`src/shared/ipa_pkg.sv`:
```
// Constants and types for the in-application programming register block
package ipa_pkg;

   // ----------------------------------------------------------------
   // Bus and field widths
   // ----------------------------------------------------------------
   localparam int ADDR_W      = 8;
   localparam int DATA_W      = 8;
   localparam int NV_ADDR_W   = 15;
   localparam int HIGH_ADDR_W = 7;

   // ----------------------------------------------------------------
   // Register offsets
   // ----------------------------------------------------------------
   localparam logic [7:0] OFS_KEY   = 8'hF1;
   localparam logic [7:0] OFS_ADDRL = 8'hF2;
   localparam logic [7:0] OFS_ADDRH = 8'hF3;
   localparam logic [7:0] OFS_REGN  = 8'hF4;
   localparam logic [7:0] OFS_WDAT  = 8'hF5;
   localparam logic [7:0] OFS_CTL   = 8'hF6;

   // ----------------------------------------------------------------
   // Control register fields
   // ----------------------------------------------------------------
   localparam int CTL_BOOT_BIT  = 7;
   localparam int CTL_ERASE_BIT = 5;
   localparam int CTL_PROG_BIT  = 4;
   localparam int CTL_CMD_MSB   = 1;
   localparam int CTL_CMD_LSB   = 0;
   localparam logic [1:0] CMD_GO = 2'h2;

   // ----------------------------------------------------------------
   // Region selector codes, reset value and last key count
   // ----------------------------------------------------------------
   localparam logic [7:0] REGN_MAIN   = 8'h00;
   localparam logic [7:0] REGN_UID    = 8'h01;
   localparam logic [7:0] REGN_EEPROM = 8'h02;
   localparam logic [7:0] REGN_BOOT   = 8'h03;
   localparam logic [7:0] RST_BYTE    = 8'h00;
   localparam logic [7:0] KEY_LAST    = 8'h01;

   // ----------------------------------------------------------------
   // Operation engine states
   // ----------------------------------------------------------------
   typedef enum logic {
      ENG_IDLE,
      ENG_WAIT
   } ipa_eng_state_t;

endpackage : ipa_pkg

```
`src/shared/ipa_op_if.sv`:
```
// Operation request carrier between register front end and engine
interface ipa_op_if;
   logic        start;
   logic        erase;
   logic        eeprom;
   logic [14:0] addr;
   logic [7:0]  wdata;
   logic        busy;

   modport ctl (output start, erase, eeprom, addr, wdata, input busy);
   modport eng (input start, erase, eeprom, addr, wdata, output busy);
endinterface : ipa_op_if

```
`src/core/ipa_op_engine.sv`:
```
// Erase / program operation engine with processor stall
module ipa_op_engine
   import ipa_pkg::*;
(
   input  wire logic        clock_in,
   input  wire logic        srst_in,
   input  wire logic        ce_in,
   ipa_op_if.eng            op,
   input  wire logic        nv_done_in,
   output logic             nv_req_out,
   output logic             nv_erase_out,
   output logic             nv_eeprom_out,
   output logic [14:0]      nv_addr_out,
   output logic [7:0]       nv_wdata_out,
   output logic             cpu_stall_out
);

   ipa_eng_state_t state;

   assign op.busy = (state != ENG_IDLE);

   // ----------------------------------------------------------------
   // Sequencer
   // ----------------------------------------------------------------
   always_ff @(posedge clock_in) begin
      if (srst_in) begin
         state         <= ENG_IDLE;
         nv_req_out    <= 1'b0;
         cpu_stall_out <= 1'b0;
      end else if (ce_in) begin
         case (state)
            ENG_IDLE: begin
               if (op.start) begin
                  nv_req_out    <= 1'b1;
                  cpu_stall_out <= 1'b1;
                  state         <= ENG_WAIT;
               end
            end
            ENG_WAIT: begin
               nv_req_out <= 1'b0;
               // Done is only honoured here, so a stray early done is harmless
               if (nv_done_in) begin
                  cpu_stall_out <= 1'b0;
                  state         <= ENG_IDLE;
               end
            end
            default: begin
               nv_req_out    <= 1'b0;
               cpu_stall_out <= 1'b0;
               state         <= ENG_IDLE;
            end
         endcase
      end
   end

   // ----------------------------------------------------------------
   // Operation details, held stable for the whole operation
   // ----------------------------------------------------------------
   always_ff @(posedge clock_in) begin
      if (srst_in) begin
         nv_erase_out  <= 1'b0;
         nv_eeprom_out <= 1'b0;
         nv_addr_out   <= '0;
         nv_wdata_out  <= RST_BYTE;
      end else if (ce_in && op.start && state == ENG_IDLE) begin
         nv_erase_out  <= op.erase;
         nv_eeprom_out <= op.eeprom;
         nv_addr_out   <= op.addr;
         nv_wdata_out  <= op.wdata;
      end
   end

   // ----------------------------------------------------------------
   // Checks
   // ----------------------------------------------------------------
   property p_stall_on_start;
      @(posedge clock_in) disable iff (srst_in)
      (ce_in && op.start && state == ENG_IDLE) |=>
         (cpu_stall_out && nv_req_out);
   endproperty
   a_stall_on_start: assert property (p_stall_on_start)
      else $error("stall or request missing after start");

   property p_release_on_done;
      @(posedge clock_in) disable iff (srst_in)
      (ce_in && state == ENG_WAIT && nv_done_in) |=>
         (!cpu_stall_out && state == ENG_IDLE);
   endproperty
   a_release_on_done: assert property (p_release_on_done)
      else $error("stall not released on done");

   property p_hold_until_done;
      @(posedge clock_in) disable iff (srst_in)
      (cpu_stall_out && !nv_done_in) |=> cpu_stall_out;
   endproperty
   a_hold_until_done: assert property (p_hold_until_done)
      else $error("stall dropped before done");

   c_op_done: cover property (@(posedge clock_in) disable iff (srst_in)
      cpu_stall_out ##1 !cpu_stall_out);

endmodule : ipa_op_engine

```
`src/core/ipa_regs.sv`:
```
// Register front end for in-application flash and data EEPROM programming
//
// Decided for this implementation: strobed register access.

// Summary of operation
// - Non-zero key write enables and loads limit
// - No command within n clocks disables function
// - Low address register gives target bits 7..0
// - High register gives bits 14..8; bit7 unused
// - Region 0x00 targets main code flash
// - Region 0x01 identifier area, read only
// - Region 0x02 targets independent data EEPROM
// - Region 0x03 boot area reads only; others reserved
// - Data register holds byte to program
// - Command code 10 starts single selected operation
// - Stall processor until operation completes
// - Boot select bit picks start area
module ipa_regs
   import ipa_pkg::*;
(
   input  wire logic              clock_in,
   input  wire logic              srst_in,
   input  wire logic              ce_in,
   input  wire logic [ADDR_W-1:0] addr_in,
   input  wire logic [DATA_W-1:0] wr_data_in,
   input  wire logic              wr_strobe_in,
   input  wire logic              rd_strobe_in,
   output logic       [DATA_W-1:0] rd_data_out,
   input  wire logic              nv_done_in,
   output logic                   nv_req_out,
   output logic                   nv_erase_out,
   output logic                   nv_eeprom_out,
   output logic       [14:0]      nv_addr_out,
   output logic       [7:0]       nv_wdata_out,
   output logic                   cpu_stall_out,
   output logic                   boot_area_select_out,
   output logic                   prog_enabled_out,
   output logic       [1:0]       table_region_out,
   output logic                   table_region_ok_out
);

   // ----------------------------------------------------------------
   // Storage
   // ----------------------------------------------------------------
   logic [7:0]             key_count;
   logic                   prog_enabled;
   logic [7:0]             target_address_low;
   logic [HIGH_ADDR_W-1:0] target_address_high;
   logic [7:0]             region_select;
   logic [7:0]             program_write_data;
   logic                   boot_area_select;
   logic                   sector_erase_request;
   logic                   byte_program_request;
   logic [1:0]             cmd_field;

   ipa_op_if op ();

   // ----------------------------------------------------------------
   // Decode
   // ----------------------------------------------------------------
   logic                 wr_key;
   logic                 wr_addrl;
   logic                 wr_addrh;
   logic                 wr_regn;
   logic                 wr_wdat;
   logic                 wr_ctl;
   logic                 cmd_go;
   logic                 want_erase;
   logic                 want_prog;
   logic                 writable_region;
   logic                 start_op;
   logic [NV_ADDR_W-1:0] nv_target_address;

   assign wr_key   = ce_in && wr_strobe_in && addr_in == OFS_KEY;
   assign wr_addrl = ce_in && wr_strobe_in && addr_in == OFS_ADDRL;
   assign wr_addrh = ce_in && wr_strobe_in && addr_in == OFS_ADDRH;
   assign wr_regn  = ce_in && wr_strobe_in && addr_in == OFS_REGN;
   assign wr_wdat  = ce_in && wr_strobe_in && addr_in == OFS_WDAT;
   assign wr_ctl   = ce_in && wr_strobe_in && addr_in == OFS_CTL;

   // Operation bits may be set earlier or in the same write as the code
   assign cmd_go = wr_ctl &&
                   wr_data_in[CTL_CMD_MSB:CTL_CMD_LSB] == CMD_GO;
   assign want_erase = sector_erase_request | wr_data_in[CTL_ERASE_BIT];
   assign want_prog  = byte_program_request | wr_data_in[CTL_PROG_BIT];

   assign writable_region = region_select == REGN_MAIN ||
                            region_select == REGN_EEPROM;

   // Identifier, boot and reserved regions never reach the engine
   assign start_op = cmd_go && prog_enabled && writable_region &&
                     (want_erase ^ want_prog) && !op.busy;

   assign nv_target_address = {target_address_high,
                               target_address_low};

   assign op.start  = start_op;
   assign op.erase  = want_erase;
   assign op.eeprom = region_select == REGN_EEPROM;
   assign op.addr   = nv_target_address;
   assign op.wdata  = program_write_data;

   // ----------------------------------------------------------------
   // Unlock key and time limit
   // ----------------------------------------------------------------
   // Any accepted command consumes the key; software rewrites it each time
   always_ff @(posedge clock_in) begin
      if (srst_in) begin
         key_count    <= RST_BYTE;
         prog_enabled <= 1'b0;
      end else if (ce_in) begin
         if (wr_key) begin
            key_count    <= wr_data_in;
            prog_enabled <= wr_data_in != RST_BYTE;
         end else if (start_op) begin
            key_count    <= RST_BYTE;
            prog_enabled <= 1'b0;
         end else if (prog_enabled) begin
            if (key_count == KEY_LAST) begin
               prog_enabled <= 1'b0;
            end
            key_count <= key_count - KEY_LAST;
         end
      end
   end

   // ----------------------------------------------------------------
   // Address, region and data registers
   // ----------------------------------------------------------------
   always_ff @(posedge clock_in) begin
      if (srst_in) begin
         target_address_low  <= RST_BYTE;
         target_address_high <= '0;
      end else begin
         if (wr_addrl) begin
            target_address_low <= wr_data_in;
         end
         if (wr_addrh) begin
            target_address_high <= wr_data_in[HIGH_ADDR_W-1:0];
         end
      end
   end

   always_ff @(posedge clock_in) begin
      if (srst_in) begin
         region_select      <= RST_BYTE;
         program_write_data <= RST_BYTE;
      end else begin
         if (wr_regn) begin
            region_select <= wr_data_in;
         end
         if (wr_wdat) begin
            program_write_data <= wr_data_in;
         end
      end
   end

   // ----------------------------------------------------------------
   // Control register
   // ----------------------------------------------------------------
   always_ff @(posedge clock_in) begin
      if (srst_in) begin
         boot_area_select     <= 1'b0;
         sector_erase_request <= 1'b0;
         byte_program_request <= 1'b0;
         cmd_field            <= '0;
      end else if (ce_in) begin
         if (wr_ctl) begin
            boot_area_select     <= wr_data_in[CTL_BOOT_BIT];
            sector_erase_request <= wr_data_in[CTL_ERASE_BIT];
            byte_program_request <= wr_data_in[CTL_PROG_BIT];
            cmd_field            <= wr_data_in[CTL_CMD_MSB:CTL_CMD_LSB];
         end
         // A started operation clears its request so it cannot rerun
         if (start_op) begin
            sector_erase_request <= 1'b0;
            byte_program_request <= 1'b0;
            cmd_field            <= '0;
         end
      end
   end

   // ----------------------------------------------------------------
   // Read port and status outputs
   // ----------------------------------------------------------------
   always_ff @(posedge clock_in) begin
      if (srst_in) begin
         rd_data_out <= RST_BYTE;
      end else if (ce_in) begin
         rd_data_out <= RST_BYTE;
         if (rd_strobe_in) begin
            case (addr_in)
               OFS_KEY:   rd_data_out <= key_count;
               OFS_ADDRL: rd_data_out <= target_address_low;
               OFS_ADDRH: rd_data_out <= {1'b0, target_address_high};
               OFS_REGN:  rd_data_out <= region_select;
               OFS_WDAT:  rd_data_out <= program_write_data;
               OFS_CTL: begin
                  rd_data_out[CTL_BOOT_BIT]  <= boot_area_select;
                  rd_data_out[CTL_ERASE_BIT] <= sector_erase_request;
                  rd_data_out[CTL_PROG_BIT]  <= byte_program_request;
                  rd_data_out[CTL_CMD_MSB:CTL_CMD_LSB] <= cmd_field;
               end
               default:   rd_data_out <= RST_BYTE;
            endcase
         end
      end
   end

   // Reset controller samples this level when it raises the core reset
   always_ff @(posedge clock_in) begin
      if (srst_in) begin
         boot_area_select_out <= 1'b0;
         prog_enabled_out     <= 1'b0;
         table_region_out     <= '0;
         table_region_ok_out  <= 1'b0;
      end else if (ce_in) begin
         boot_area_select_out <= boot_area_select;
         prog_enabled_out     <= prog_enabled;
         // Table reads see the low two bits; reserved codes flag not ok
         table_region_out     <= region_select[1:0];
         table_region_ok_out  <= (region_select <= REGN_BOOT);
      end
   end

   // ----------------------------------------------------------------
   // Operation engine
   // ----------------------------------------------------------------
   ipa_op_engine u_engine (
      .clock_in      (clock_in),
      .srst_in       (srst_in),
      .ce_in         (ce_in),
      .op            (op.eng),
      .nv_done_in    (nv_done_in),
      .nv_req_out    (nv_req_out),
      .nv_erase_out  (nv_erase_out),
      .nv_eeprom_out (nv_eeprom_out),
      .nv_addr_out   (nv_addr_out),
      .nv_wdata_out  (nv_wdata_out),
      .cpu_stall_out (cpu_stall_out)
   );

   // ----------------------------------------------------------------
   // Checks
   // ----------------------------------------------------------------
   property p_key_load;
      @(posedge clock_in) disable iff (srst_in)
      (wr_key && wr_data_in != RST_BYTE) |=>
         (prog_enabled && key_count == $past(wr_data_in));
   endproperty
   a_key_load: assert property (p_key_load)
      else $error("key write did not enable and load limit");

   property p_key_expire;
      @(posedge clock_in) disable iff (srst_in)
      (ce_in && prog_enabled && key_count == KEY_LAST &&
       !wr_key && !start_op) |=> !prog_enabled;
   endproperty
   a_key_expire: assert property (p_key_expire)
      else $error("enable survived its time limit");

   property p_key_count;
      @(posedge clock_in) disable iff (srst_in)
      (ce_in && prog_enabled && key_count > KEY_LAST &&
       !wr_key && !start_op) |=>
         (prog_enabled && key_count == $past(key_count) - KEY_LAST);
   endproperty
   a_key_count: assert property (p_key_count)
      else $error("limit counter did not step down");

   property p_addr_low;
      @(posedge clock_in) disable iff (srst_in)
      wr_addrl |=> nv_target_address[7:0] == $past(wr_data_in);
   endproperty
   a_addr_low: assert property (p_addr_low)
      else $error("low address not taken");

   property p_addr_high;
      @(posedge clock_in) disable iff (srst_in)
      wr_addrh |=> nv_target_address[14:8] == $past(wr_data_in[6:0]);
   endproperty
   a_addr_high: assert property (p_addr_high)
      else $error("high address not taken");

   property p_write_data;
      @(posedge clock_in) disable iff (srst_in)
      wr_wdat |=> program_write_data == $past(wr_data_in);
   endproperty
   a_write_data: assert property (p_write_data)
      else $error("data byte not taken");

   property p_start_region;
      @(posedge clock_in) disable iff (srst_in)
      start_op |=> (nv_req_out &&
                    nv_eeprom_out == ($past(region_select) == REGN_EEPROM));
   endproperty
   a_start_region: assert property (p_start_region)
      else $error("operation sent to wrong region");

   property p_no_ro_start;
      @(posedge clock_in) disable iff (srst_in)
      (cmd_go && (!prog_enabled || !writable_region)) |=> !nv_req_out;
   endproperty
   a_no_ro_start: assert property (p_no_ro_start)
      else $error("command accepted while locked or read only");

   property p_one_op;
      @(posedge clock_in) disable iff (srst_in)
      start_op |-> (want_erase != want_prog && cmd_go) ##1
         (!sector_erase_request && !byte_program_request &&
          nv_erase_out == $past(want_erase));
   endproperty
   a_one_op: assert property (p_one_op)
      else $error("start without a single operation");

   property p_boot_out;
      @(posedge clock_in) disable iff (srst_in)
      wr_ctl ##1 ce_in |=>
         boot_area_select_out == $past(wr_data_in[CTL_BOOT_BIT], 2);
   endproperty
   a_boot_out: assert property (p_boot_out)
      else $error("boot select not presented");

   c_erase: cover property (@(posedge clock_in) disable iff (srst_in)
      start_op && want_erase);
   c_program: cover property (@(posedge clock_in) disable iff (srst_in)
      start_op && want_prog && region_select == REGN_EEPROM);
   c_expire: cover property (@(posedge clock_in) disable iff (srst_in)
      prog_enabled ##1 !prog_enabled);

endmodule : ipa_regs

```
`config.mk`:
```
export PLATFORM = sky130hd
export DESIGN_NAME = ipa_regs
export DESIGN_NICKNAME = d
export VERILOG_FILES = /design/src/shared/ipa_pkg.sv /design/src/shared/ipa_op_if.sv /design/src/core/ipa_op_engine.sv /design/src/core/ipa_regs.sv
export SDC_FILE = /design/constraint.sdc
export NUM_CORES = 1
export LEC_CHECK = 0
export BUFFER_PORTS_ARGS = -buffer_cell sky130_fd_sc_hd__clkbuf_2
export CORE_MARGIN = 5
export CORE_UTILIZATION = 60
export CTS_BUF_LIST = sky130_fd_sc_hd__clkbuf_8
export DETAILED_ROUTE_END_ITERATION = 7
export HOLD_SLACK_MARGIN = 0.15
export PLACE_DENSITY = 0.84
export SLEW_MARGIN = 40
export SYNTH_ARGS = -nofsm -noshare
export SYNTH_HDL_FRONTEND = slang
export SYNTH_SLANG_ARGS = --single-unit
```
`constraint.sdc`:
```
create_clock -name clock_in -period 4.1 [get_ports clock_in]
set_input_delay 0 -clock clock_in [delete_from_list [all_inputs] [get_ports clock_in]]
set_output_delay 0 -clock clock_in [all_outputs]
set_load 0.01 [all_outputs]
```
[Word-level counts from Yosys, hierarchy flattened]
Cells that the tools add are included.
Widths: inputs -> output; s select.
Word-level totals
  register bits after elaboration: 86
  bits of input ports: 22
  word-level logic and storage cells: 90
  output and inout bits: 40
Cells by class
  $lt $le $gt $ge: 1
  muxes and demuxes: 26
  equality and inequality tests: 11
  reductions and logical operators: 25
  add/sub/neg operators: 1
  bitwise operators: 4
Operators by type and width (number)
  $eq 8x8->1 const B: 6
  $mux 8: 4
  $pmux 2 s6: 2
  $logic_and 1x1->1: 14
  $mux 1: 12
  $pmux 1 s5: 2
  $pmux 2 s5: 1
  $eq 8x1->1 const B: 1
  $eq 8x2->1 const B: 1
  $le 8x2->1 const B: 1
  $logic_not 8->1: 1
  $reduce_and 2->1: 4
  $reduce_bool 8->1: 1
  $sub 8x1->8 const B: 1
  $pmux 1 s2: 3
  $mux 2: 2
  $reduce_and 3->1: 1
  $reduce_bool 3->1: 1
  $eq 2x2->1 const B: 1
  $ne 2x1->1 const B: 1
  $ne 2x2->1 const B: 1
  $or 1x1->1: 2
  $reduce_bool 2->1: 1
  $logic_not 1->1: 1
  3 further kinds: 3

[Logic depth before layout (Yosys ltp)]
Gate-level depths: netlist (run 1).
  depth after elaboration: 9
  mapped depth: 8
  gate-level depth less buffers: 7

[Cells and area by module]
From an unflattened synthesis (run 1), not the netlist that was laid out.
Unflattened totals
  cell total of the unflattened synthesis: 481
  area, all modules: 4166.5 um2
Modules (own cells, without submodules)
  ipa_regs: seq. area each 1161.1 um2, area an instance 2909.0 um2, instances 1, cells an instance 360
  ipa_op_engine: seq. area each 560.5 um2, area an instance 1257.5 um2, instances 1, cells an instance 121

[Worst setup path before layout (run 1)]
Ideal clock, no wire load.
  path type: register to register
  start: register region_select[2]
  end: register u_engine.nv_addr_out[7]
  path buffers: 2
  cell stages (with the launch flop): 8
  clock period less this slack: 1799 ps
  path slack: 2301 ps
  setup time: 71 ps
  arrival: 1728 ps
  required time: 4029 ps
  path through: dfxtp_1 or4_4 nor4_4 and4_1 buf_6 buf_12 nand2_2 a21oi_2
On the way
  longest elaborated chain between the ends: 7
  elaborated cells between the ends (all ways): 8
  classes of those cells: 1 x eq/ne; 7 x reduce/logical
Ends and longest elaborated chain
  start: declaration: line ipa_regs.sv:49  | logic [7:0] region_select;
  start signal: assignment: line ipa_regs.sv:150  | region_select <= wr_data_in;
  $eq 8x2->1 / $logic_not 8->1 (equally long branches): line ipa_regs.sv:88, ipa_regs.sv:87
  $logic_or 1x1->1 *: line ipa_regs.sv:87  | assign writable_region = region_select == REGN_MAIN ||
  $logic_and 1x1->1 * (2 in a row): line ipa_regs.sv:91  | assign start_op = cmd_go && prog_enabled && writable_region &&
  $logic_and 1x1->1 *: line ipa_regs.sv:92  | (want_erase ^ want_prog) && !op.busy;
  $logic_and 1x1->1 * (2 in a row): line ipa_op_engine.sv:65  | end else if (ce_in && op.start && state == ENG_IDLE) begin
  end signal: assignment: line ipa_op_engine.sv:68  | nv_addr_out <= op.addr;
  end: declaration: line ipa_op_engine.sv:13  | output logic [14:0] nv_addr_out,
Mark *: on every way between the ends. The rest lies on a longest branch, timed or not.
A chain may end at the register's enable or synchronous reset.

[Final worst setup path (run 1)]
  start: register region_select[2]
  end: register prog_enabled
On the way
  longest elaborated chain between the ends: 7
  elaborated cells between the ends (all ways): 8
  classes of those cells: 1 x eq/ne; 2 x mux; 5 x reduce/logical
Ends and longest elaborated chain
  $eq 8x2->1 / $logic_not 8->1 (equally long branches): line ipa_regs.sv:88, ipa_regs.sv:87
  $logic_or 1x1->1 *: line ipa_regs.sv:87
  $logic_and 1x1->1 * (2 in a row): line ipa_regs.sv:91
  $logic_and 1x1->1 *: line ipa_regs.sv:92
  $mux 1 *: line ipa_regs.sv:115  | end else if (start_op) begin
  $mux 1 *: line ipa_regs.sv:112  | if (wr_key) begin
  end signal: assignment: line ipa_regs.sv:114  | prog_enabled <= wr_data_in != RST_BYTE;
  end signal: assignment: line ipa_regs.sv:117  | prog_enabled <= 1'b0;
  end signal: assignment: line ipa_regs.sv:120  | prog_enabled <= 1'b0;
  end: declaration: line ipa_regs.sv:46  | logic prog_enabled;
Marked as above.

==> summary.txt, run 1 <==
Layout
  – Share of cells above drive strength 1: 0.252
  – Final nets: between 500 and 600
  – Antenna cell count: 0
  – Final Core Density: 0.709
  – Area growth, synth to finish: 14.3%

Yosys
  – Mapped Area: 3960 sq um
  – Syn Area/Cell: between 8 and 9 sq um
  – Largest area contributor in the netlist: dfxtp_1
  – Cells after synthesis: ~470
  – Synth top area share: 0.435
  – Synth Warn #: 0
  – Synth cell types: 44
  – Most common flop cell mapped by yosys: dfxtp_1
  – Seq/Total Area, Yosys: 0.435
  – Area contributors post-synth: dfxtp_1 43%, nand2_1 8.1%, mux2i_1 6.8%
  – Ys async rst share: 0
  – Synth Register Bits: between 80 and 90
  – EDFF count, synth: 0
  – Syn nets: around 490

Min path
  – Hold path depth: 3
  – Hold worst-path end: rd_data_out[1]
  – Worst Hold Class: in -> reg
  – HP Start: rd_strobe_in

Worst setup path
  – Worst R2R Path Depth: 6
  – Critical register-to-register path startpoint: region_select[2]
  – Buffers & Inverters on Critical Path: 1
  – CP Cell Sequence: or4_4, nor4_4, nand4_1, buf_4, nand4_1, a21oi_1
  – Top cell by count, worst path: nand4_1
  – CP Max Fanout: 20
  – CP required: between 4 and 5 ns
  – CP max stage delay: roughly 0.64 ns
  – Kind of critical path: reg -> reg
  – Worst R2R End: prog_enabled
  – Critical-path top delay cell: nand4_1
  – Arr. time, crit path: around 2.9 ns
  – Crit path capture type: register
  – Flop2flop setup slack: about 1.5 ns
  – Cell family with most CP delay: simple AND/OR/NAND/NOR gates
  – Startpoint types: register

Clock tree
  – Skew-Pair Late Insertion Delay: about 0.36 ns
  – H-tree levels: 3
  – CTS tree: done
  – Post-CTS Resized: 0
  – Clock sinks: 86
  – Clk buf depth: 2
  – CTS Buf Count: 9
  – Root Driver: clkbuf_8
  – Clk slew on worst S/H paths: approximately 0.090 ns
  – Setup Fix Bufs, Post-CTS: 0

STA
  – Final number of max-transition violations: 0
  – RSZ-0062 raised after global routing: false
  – Hold WS: 0.176 ns
  – Minimum clock period: approximately 2.6 ns
  – Setup violators final: 0
  – Setup TNS: 0 ns
  – Slew of the pin with the lowest slew margin: 0.724 ns
  – Max-slew headroom: 0.516
  – Final Hold Vio Count: 0
  – Tcrit/Tclk final: 0.639
  – FMAX: ~380 MHz
  – Setup Skew: ~0.0084 ns

Drt
  – Routed len/inst: ~17 microns
  – Number of detailed-route iterations in the first pass: 5
  – Final ANT Viol Nets: 0
  – Post-Route WL: between 10,000 and 15,000 microns
  – Vias: around 3,700
  – DRC violations left: 0
  – Vias per cell: about 6.0
  – DRT iter0 DRCs: 310

Global routing
  – Vias in the first global route: roughly 3,500
  – Global-route wire length before repair: 17,400 microns
  – Gr usage total: 0.257
  – Largest net degree at the start of global routing: 77
  – Initial antenna violation count: 0
  – Gr ovfl total: 0

Floorplan
  – Rows: 29
  – Ports: slightly above 60
  – Die area: 8320 sq um
  – Chip width: about 91 microns
  – Die height: around 90 microns
  – Core Region: 6390 sq um
  – Initial Util: 0.620

Placement
  – GPL Wtd Cong: 0.963
  – DP HPWL: ~7300 microns
  – IO Port Bufs: between 60 and 70

Job
  – Number of max-cap violations: 0

Run status
  – Status: complete, no violations

Power
  – Leakage: roughly 1.8 nW
  – Pwr Total: about 1.5 mW
  – Power per cell area: approximately 320 nW/um^2
  – Maximum vdd drop: ~0.28 mV
worst max-delay path by stage:
stage	from	endpoint	slack, ns	cells past startpoint
floorplan	region_select[2]	u_engine.nv_addr_out[7]	2.30	7
global placement	region_select[2]	u_engine.nv_wdata_out[0]	1.54	6
detailed placement	region_select[2]	prog_enabled	1.48	6
CTS	region_select[2]	prog_enabled	1.47	6
global route	region_select[2]	prog_enabled	1.30	6
finish	region_select[2]	prog_enabled	1.48	6
final cells by class:
cell class	instances	area, sq um
clock inverter	7	47.5
sequential	86	1720
inverter	8	30.0
multi-input combinational	342	2060
timing repair buffer	76	452
clock buffer	9	124
fill	518	1860
tap	77	96.3
Yosys cell counts, types with 8 or more instances:
cell and number:
a221oi_1 8, nor2_1 40, dfxtp_1 86, nand4_1 12
nand2_1 85, a21oi_2 20, inv_1 8, a21oi_1 46
clkbuf_1 17, mux2i_1 27, nand2_2 20, o21ai_0 8
a21o_1 8
cell families after synthesis:
logic type	synth area share
DFF	0.435
AOI/OAI and AO/OA	0.182
buffers and inverters	0.0474
xor gates and xnor gates	0.00664
and+or+nand+nor	0.243
muxes	0.0796
adders and majority gates	0.00632
sequential cells by signal (all words and copies together) (netlist names), 2 cells and up:
signal and cells:
target_address_high 7, u_engine.nv_addr_out 15, u_engine.nv_wdata_out 8, table_region_out 2, key_count 8, rd_data_out 8, cmd_field 2, region_select 8
target_address_low 8, op.wdata 8
through the flow:
stage	setup WS [ns]	instance area, sq um	cells
2_1_floorplan	2.30	3960	465
3_3_place_gp	1.54	4230	577
3_5_place_dp	1.48	4230	577
4_1_cts	1.47	4520	605
5_1_grt	1.30	4530	605
6_report	1.48	4530	605
metal layers:
metal,part of all wire,vias to the layer above,GRT usage
met4,0.035,0,0.109
li1,-,1742,-
met1,0.40,1679,0.335
met5,0,-,0
met3,0.099,40,0.0661
met2,0.47,197,0.404
layout by cell type (no fill, tap or decap), types with 3 or more instances in the layout:
cell / n
dfxtp_1: 86
nand2_1: 85
clkbuf_2: 61
a21oi_1: 46
nor2_1: 40
mux2i_1: 27
nand2_2: 20
a21oi_2: 20
nand4_1: 12
dlygate4sd3_1: 12
clkbuf_8: 9
inv_1: 8
a221oi_1: 8
a21o_1: 8
o21ai_0: 8
nor4_1: 7
nand3_1: 7
a211oi_1: 7
nor2b_1: 5
mux2_2: 4
o21bai_1: 4
nor3_1: 4
nor3b_1: 3
clkinv_2: 3
worst min-delay path, stage by stage:
cell      delay [ns]
clkbuf_2        0.09
nand4_1         0.26
o21ai_0         0.14
power breakdown:
group	switching (mW)	total (mW)	internal [mW]
logic	0.0640	0.0945	0.0305
clock network	0.313	0.533	0.221
registers	0.00152	0.837	0.836
total	0.378	1.47	1.09
timing repair:
action / in CTS / in global routing
hold buffers: 12 / 0
hold endpoints to repair: 48 / 0
endpoints found under the setup margin: 0 / 0
Power figures use the tool's default switching activity.
==> run 2: changes to the inputs <==
ABC_AREA = 1   (was unset)
CORE_UTILIZATION = 58   (was 60)
PLACE_DENSITY = 0.82   (was 0.84)
clock period = 2.5 ns   (was 4.1 ns; I/O delays follow)
==> run 2 against run 1 <==
Die area increased by 1.0%. Clock skew increased by 0.0012 ns. Cell count is 15% higher. Register-to-register slack got worse by 0.95 ns.
==> summary.txt, run 2 <==
Yosys
  – Most frequent cell after synthesis: nand2_1
  – Syn Area/Cell: 7.08 sq um (-17%)
  – Most common flop cell mapped by yosys: dfxtp_1
  – Synth Register Bits: 86 (unchanged)
  – Area contributors post-synth: dfxtp_1 44%, a21oi_1 9.4%, nand2_1 9.4%
  – EDFF count, synth: 0 (unchanged)
  – Synth cell types: 31 (-30%)
  – Mapped Area: 3870 sq um (-2.2%)
  – Cells after synthesis: 547 (+18%)
  – Syn nets: 571 (+17%)
  – Largest area contributor in the netlist: dfxtp_1
  – Synth Warn #: 0 (unchanged)
  – Synth top area share: 0.445 (+0.00983)
  – Ys async rst share: 0 (unchanged)
  – Seq/Total Area, Yosys: 0.445 (+0.00983)
  – Synth top cells by count: 97 x nand2_1, 86 x dfxtp_1, 75 x inv_1, 73 x a21oi_1, 63 x o21ai_0

Clock tree
  – Clk slew on worst S/H paths: 0.09 ns (about the same)
  – CTS Buf Count: 9 (unchanged)
  – CTS tree: done
  – Clk buf depth: 2 (unchanged)
  – Clock sinks: 86 (unchanged)
  – H-tree levels: 3 (unchanged)
  – Root Driver: clkbuf_8
  – Setup Fix Bufs, Post-CTS: 0 (unchanged)
  – Skew-Pair Late Insertion Delay: 0.35 ns (about the same)
  – Hold_buf cts: 14 (+2)
  – Post-CTS Resized: 0 (unchanged)

Global routing
  – Vias in the first global route: 3,489 (+0.029%)
  – Initial antenna violation count: 0 (unchanged)
  – Gr ovfl total: 0 (unchanged)
  – Global-route wire length before repair: 17,100 microns (-1.6%)
  – Gr usage total: 0.252 (-0.00492)
  – Largest net degree at the start of global routing: 47 (-39%)

Floorplan
  – Chip width: 91.7 microns (+0.52%)
  – Rows: 29 (unchanged)
  – Die height: 91.7 microns (+0.52%)
  – Die area: 8410 sq um (+1.0%)
  – Initial Util: 0.603 (-0.0171)
  – Ports: 62 (unchanged)
  – Core Region: 6420 sq um (+0.57%)

Drt
  – Vias per cell: 5.54 (-8.3%)
  – Post-Route WL: 10,400 microns (+0.12%)
  – DRT iter0 DRCs: 369 (+19%)
  – Routed len/inst: 15.1 microns (-13%)
  – Final ANT Viol Nets: 0 (unchanged)
  – Vias: 3,846 (+5.1%)
  – DRC violations left: 0 (unchanged)
  – Number of detailed-route iterations in the first pass: 5 (unchanged)

Min path
  – HP Start: wr_strobe_in
  – Worst Hold Class: in -> reg

STA
  – Slew of the pin with the lowest slew margin: 0.684 ns (-0.0396 ns)
  – FMAX: 441 MHz
  – Final number of max-transition violations: 0 (unchanged)
  – Minimum clock period: around 2.3 ns
  – Setup Skew: 0.00957 ns (+0.00116 ns)
  – Hold WS: 0.220 ns (+0.0436 ns)
  – Setup violators final: 0 (unchanged)
  – RSZ-0062 raised after global routing: false
  – Tcrit/Tclk final: 0.906
  – Final Hold Vio Count: 0 (unchanged)
  – Setup TNS: 0 ns (unchanged)
  – Max-slew headroom: 0.543 (+0.0274)

Power
  – Power per cell area: 595 nW/um^2 (+84%)
  – Maximum vdd drop: 0.535 mV (+91%)
  – Leakage: 2.01 nW (+11%)

Layout
  – Register bank with the most flops: u_engine.nv_addr_out
  – Most frequent cells in the layout: 97 x nand2_1, 86 x dfxtp_1, 75 x inv_1
  – Area of the multi-input gates: 1730 sq um (-16%)
  – Share of cells above drive strength 1: 0.152 (-0.0995)
  – Final nets: 636 (+16%)
  – Max FFs per register: 15 (unchanged)
  – Area growth, synth to finish: 18.0%
  – Antenna cell count: 0 (unchanged)
  – Most common cell after layout, fill and taps aside: nand2_1
  – Fillers: 530 (+2.3%)
  – Sequential cell area: 1720 sq um (unchanged)

Placement
  – GPL Wtd Cong: 0.951 (-1.2%)
  – IO Port Bufs: 61 (unchanged)
  – DP HPWL: 7240 microns (-0.50%)

Worst setup path
  – Kind of critical path: in -> reg
  – CP required: 2.80 ns (-1.53 ns)
  – Critical register-to-register path startpoint: region_select[2]
  – Crit path capture type: register
  – CP Max Fanout: 20 (unchanged)
  – Arr. time, crit path: 2.57 ns (-0.28 ns)
  – Critical path origin: ce_in
  – Startpoint types: input pin

Job
  – Number of max-cap violations: 0 (unchanged)

Run status
  – Status: complete, no violations
==> run 2: power breakdown <==
part | internal [mW] | total, mW | switching, mW
clock | 0.599 | 1.11 | 0.510
sequential | 1.38 | 1.39 | 0.0101
combinational | 0.0775 | 0.218 | 0.140
total | 2.06 | 2.72 | 0.660
==> run 2: logic make-up after synthesis <==
| family | after synthesis | synth area share |
|---|---|---|
| simple gates | 190 | 0.217 |
| compound gates | 161 | 0.213 |
| buf+inv | 104 | 0.110 |
| flops | 86 | 0.445 |
| xor+xnor | 4 | 0.00905 |
| fa+ha+maj | 2 | 0.00646 |
==> run 2: layout make-up <==
type	count	share of cell area
Multi-Input combinational cell	357	0.378
Clock buffer	10	0.0301
Timing Repair Buffer	81	0.110
Sequential cell	86	0.377
Tap cell	77	0.0211
Clock inverter	6	0.0203
Inverter	77	0.0635
==> run 2: critical path, stage by stage <==
cell           delay (ns)
dlygate4sd3_1        0.53
clkbuf_2             0.29
nand2_2              0.16
clkinv_2             0.15
nand4_4              0.19
inv_1                0.20
nand4_1              0.11
buf_4                0.23
a21oi_1              0.15
dlygate4sd3_1        0.56
==> run 2: stage by stage <==
step / area [sq um] / util / std cells / total power, mW / worst slack, ns
after floorplan: 3870 / - / 547 / 1.55 / 1.10
after global placement: 4200 / 0.654 / 664 / 1.62 / 0.803
after detailed placement: 4200 / 0.654 / 664 / 1.62 / 0.703
after CTS: 4570 / 0.711 / 694 / 2.73 / 0.266
after global routing: 4570 / 0.711 / 694 / 2.82 / 0.0640
final: 4570 / 0.711 / 694 / 2.72 / 0.234
==> run 2: per-layer routing <==
layer,vias up,wire [microns],global-route usage
met5,-,0,0
met4,0,200,0.0990
met3,17,737,0.0368
met2,137,4850,0.406
met1,1783,4660,0.341
li1,1909,-,-
==> run 2: final timing paths <==
path | slack, ns | end | cells after the start
worst min-delay path | 0.22 | op.wdata[6] | 5
worst max-delay path | 0.23 | u_engine.cpu_stall_out | 10
worst max register to register | 0.53 | u_engine.cpu_stall_out | 9
worst min register to register | 0.47 | u_engine.nv_req_out | 2
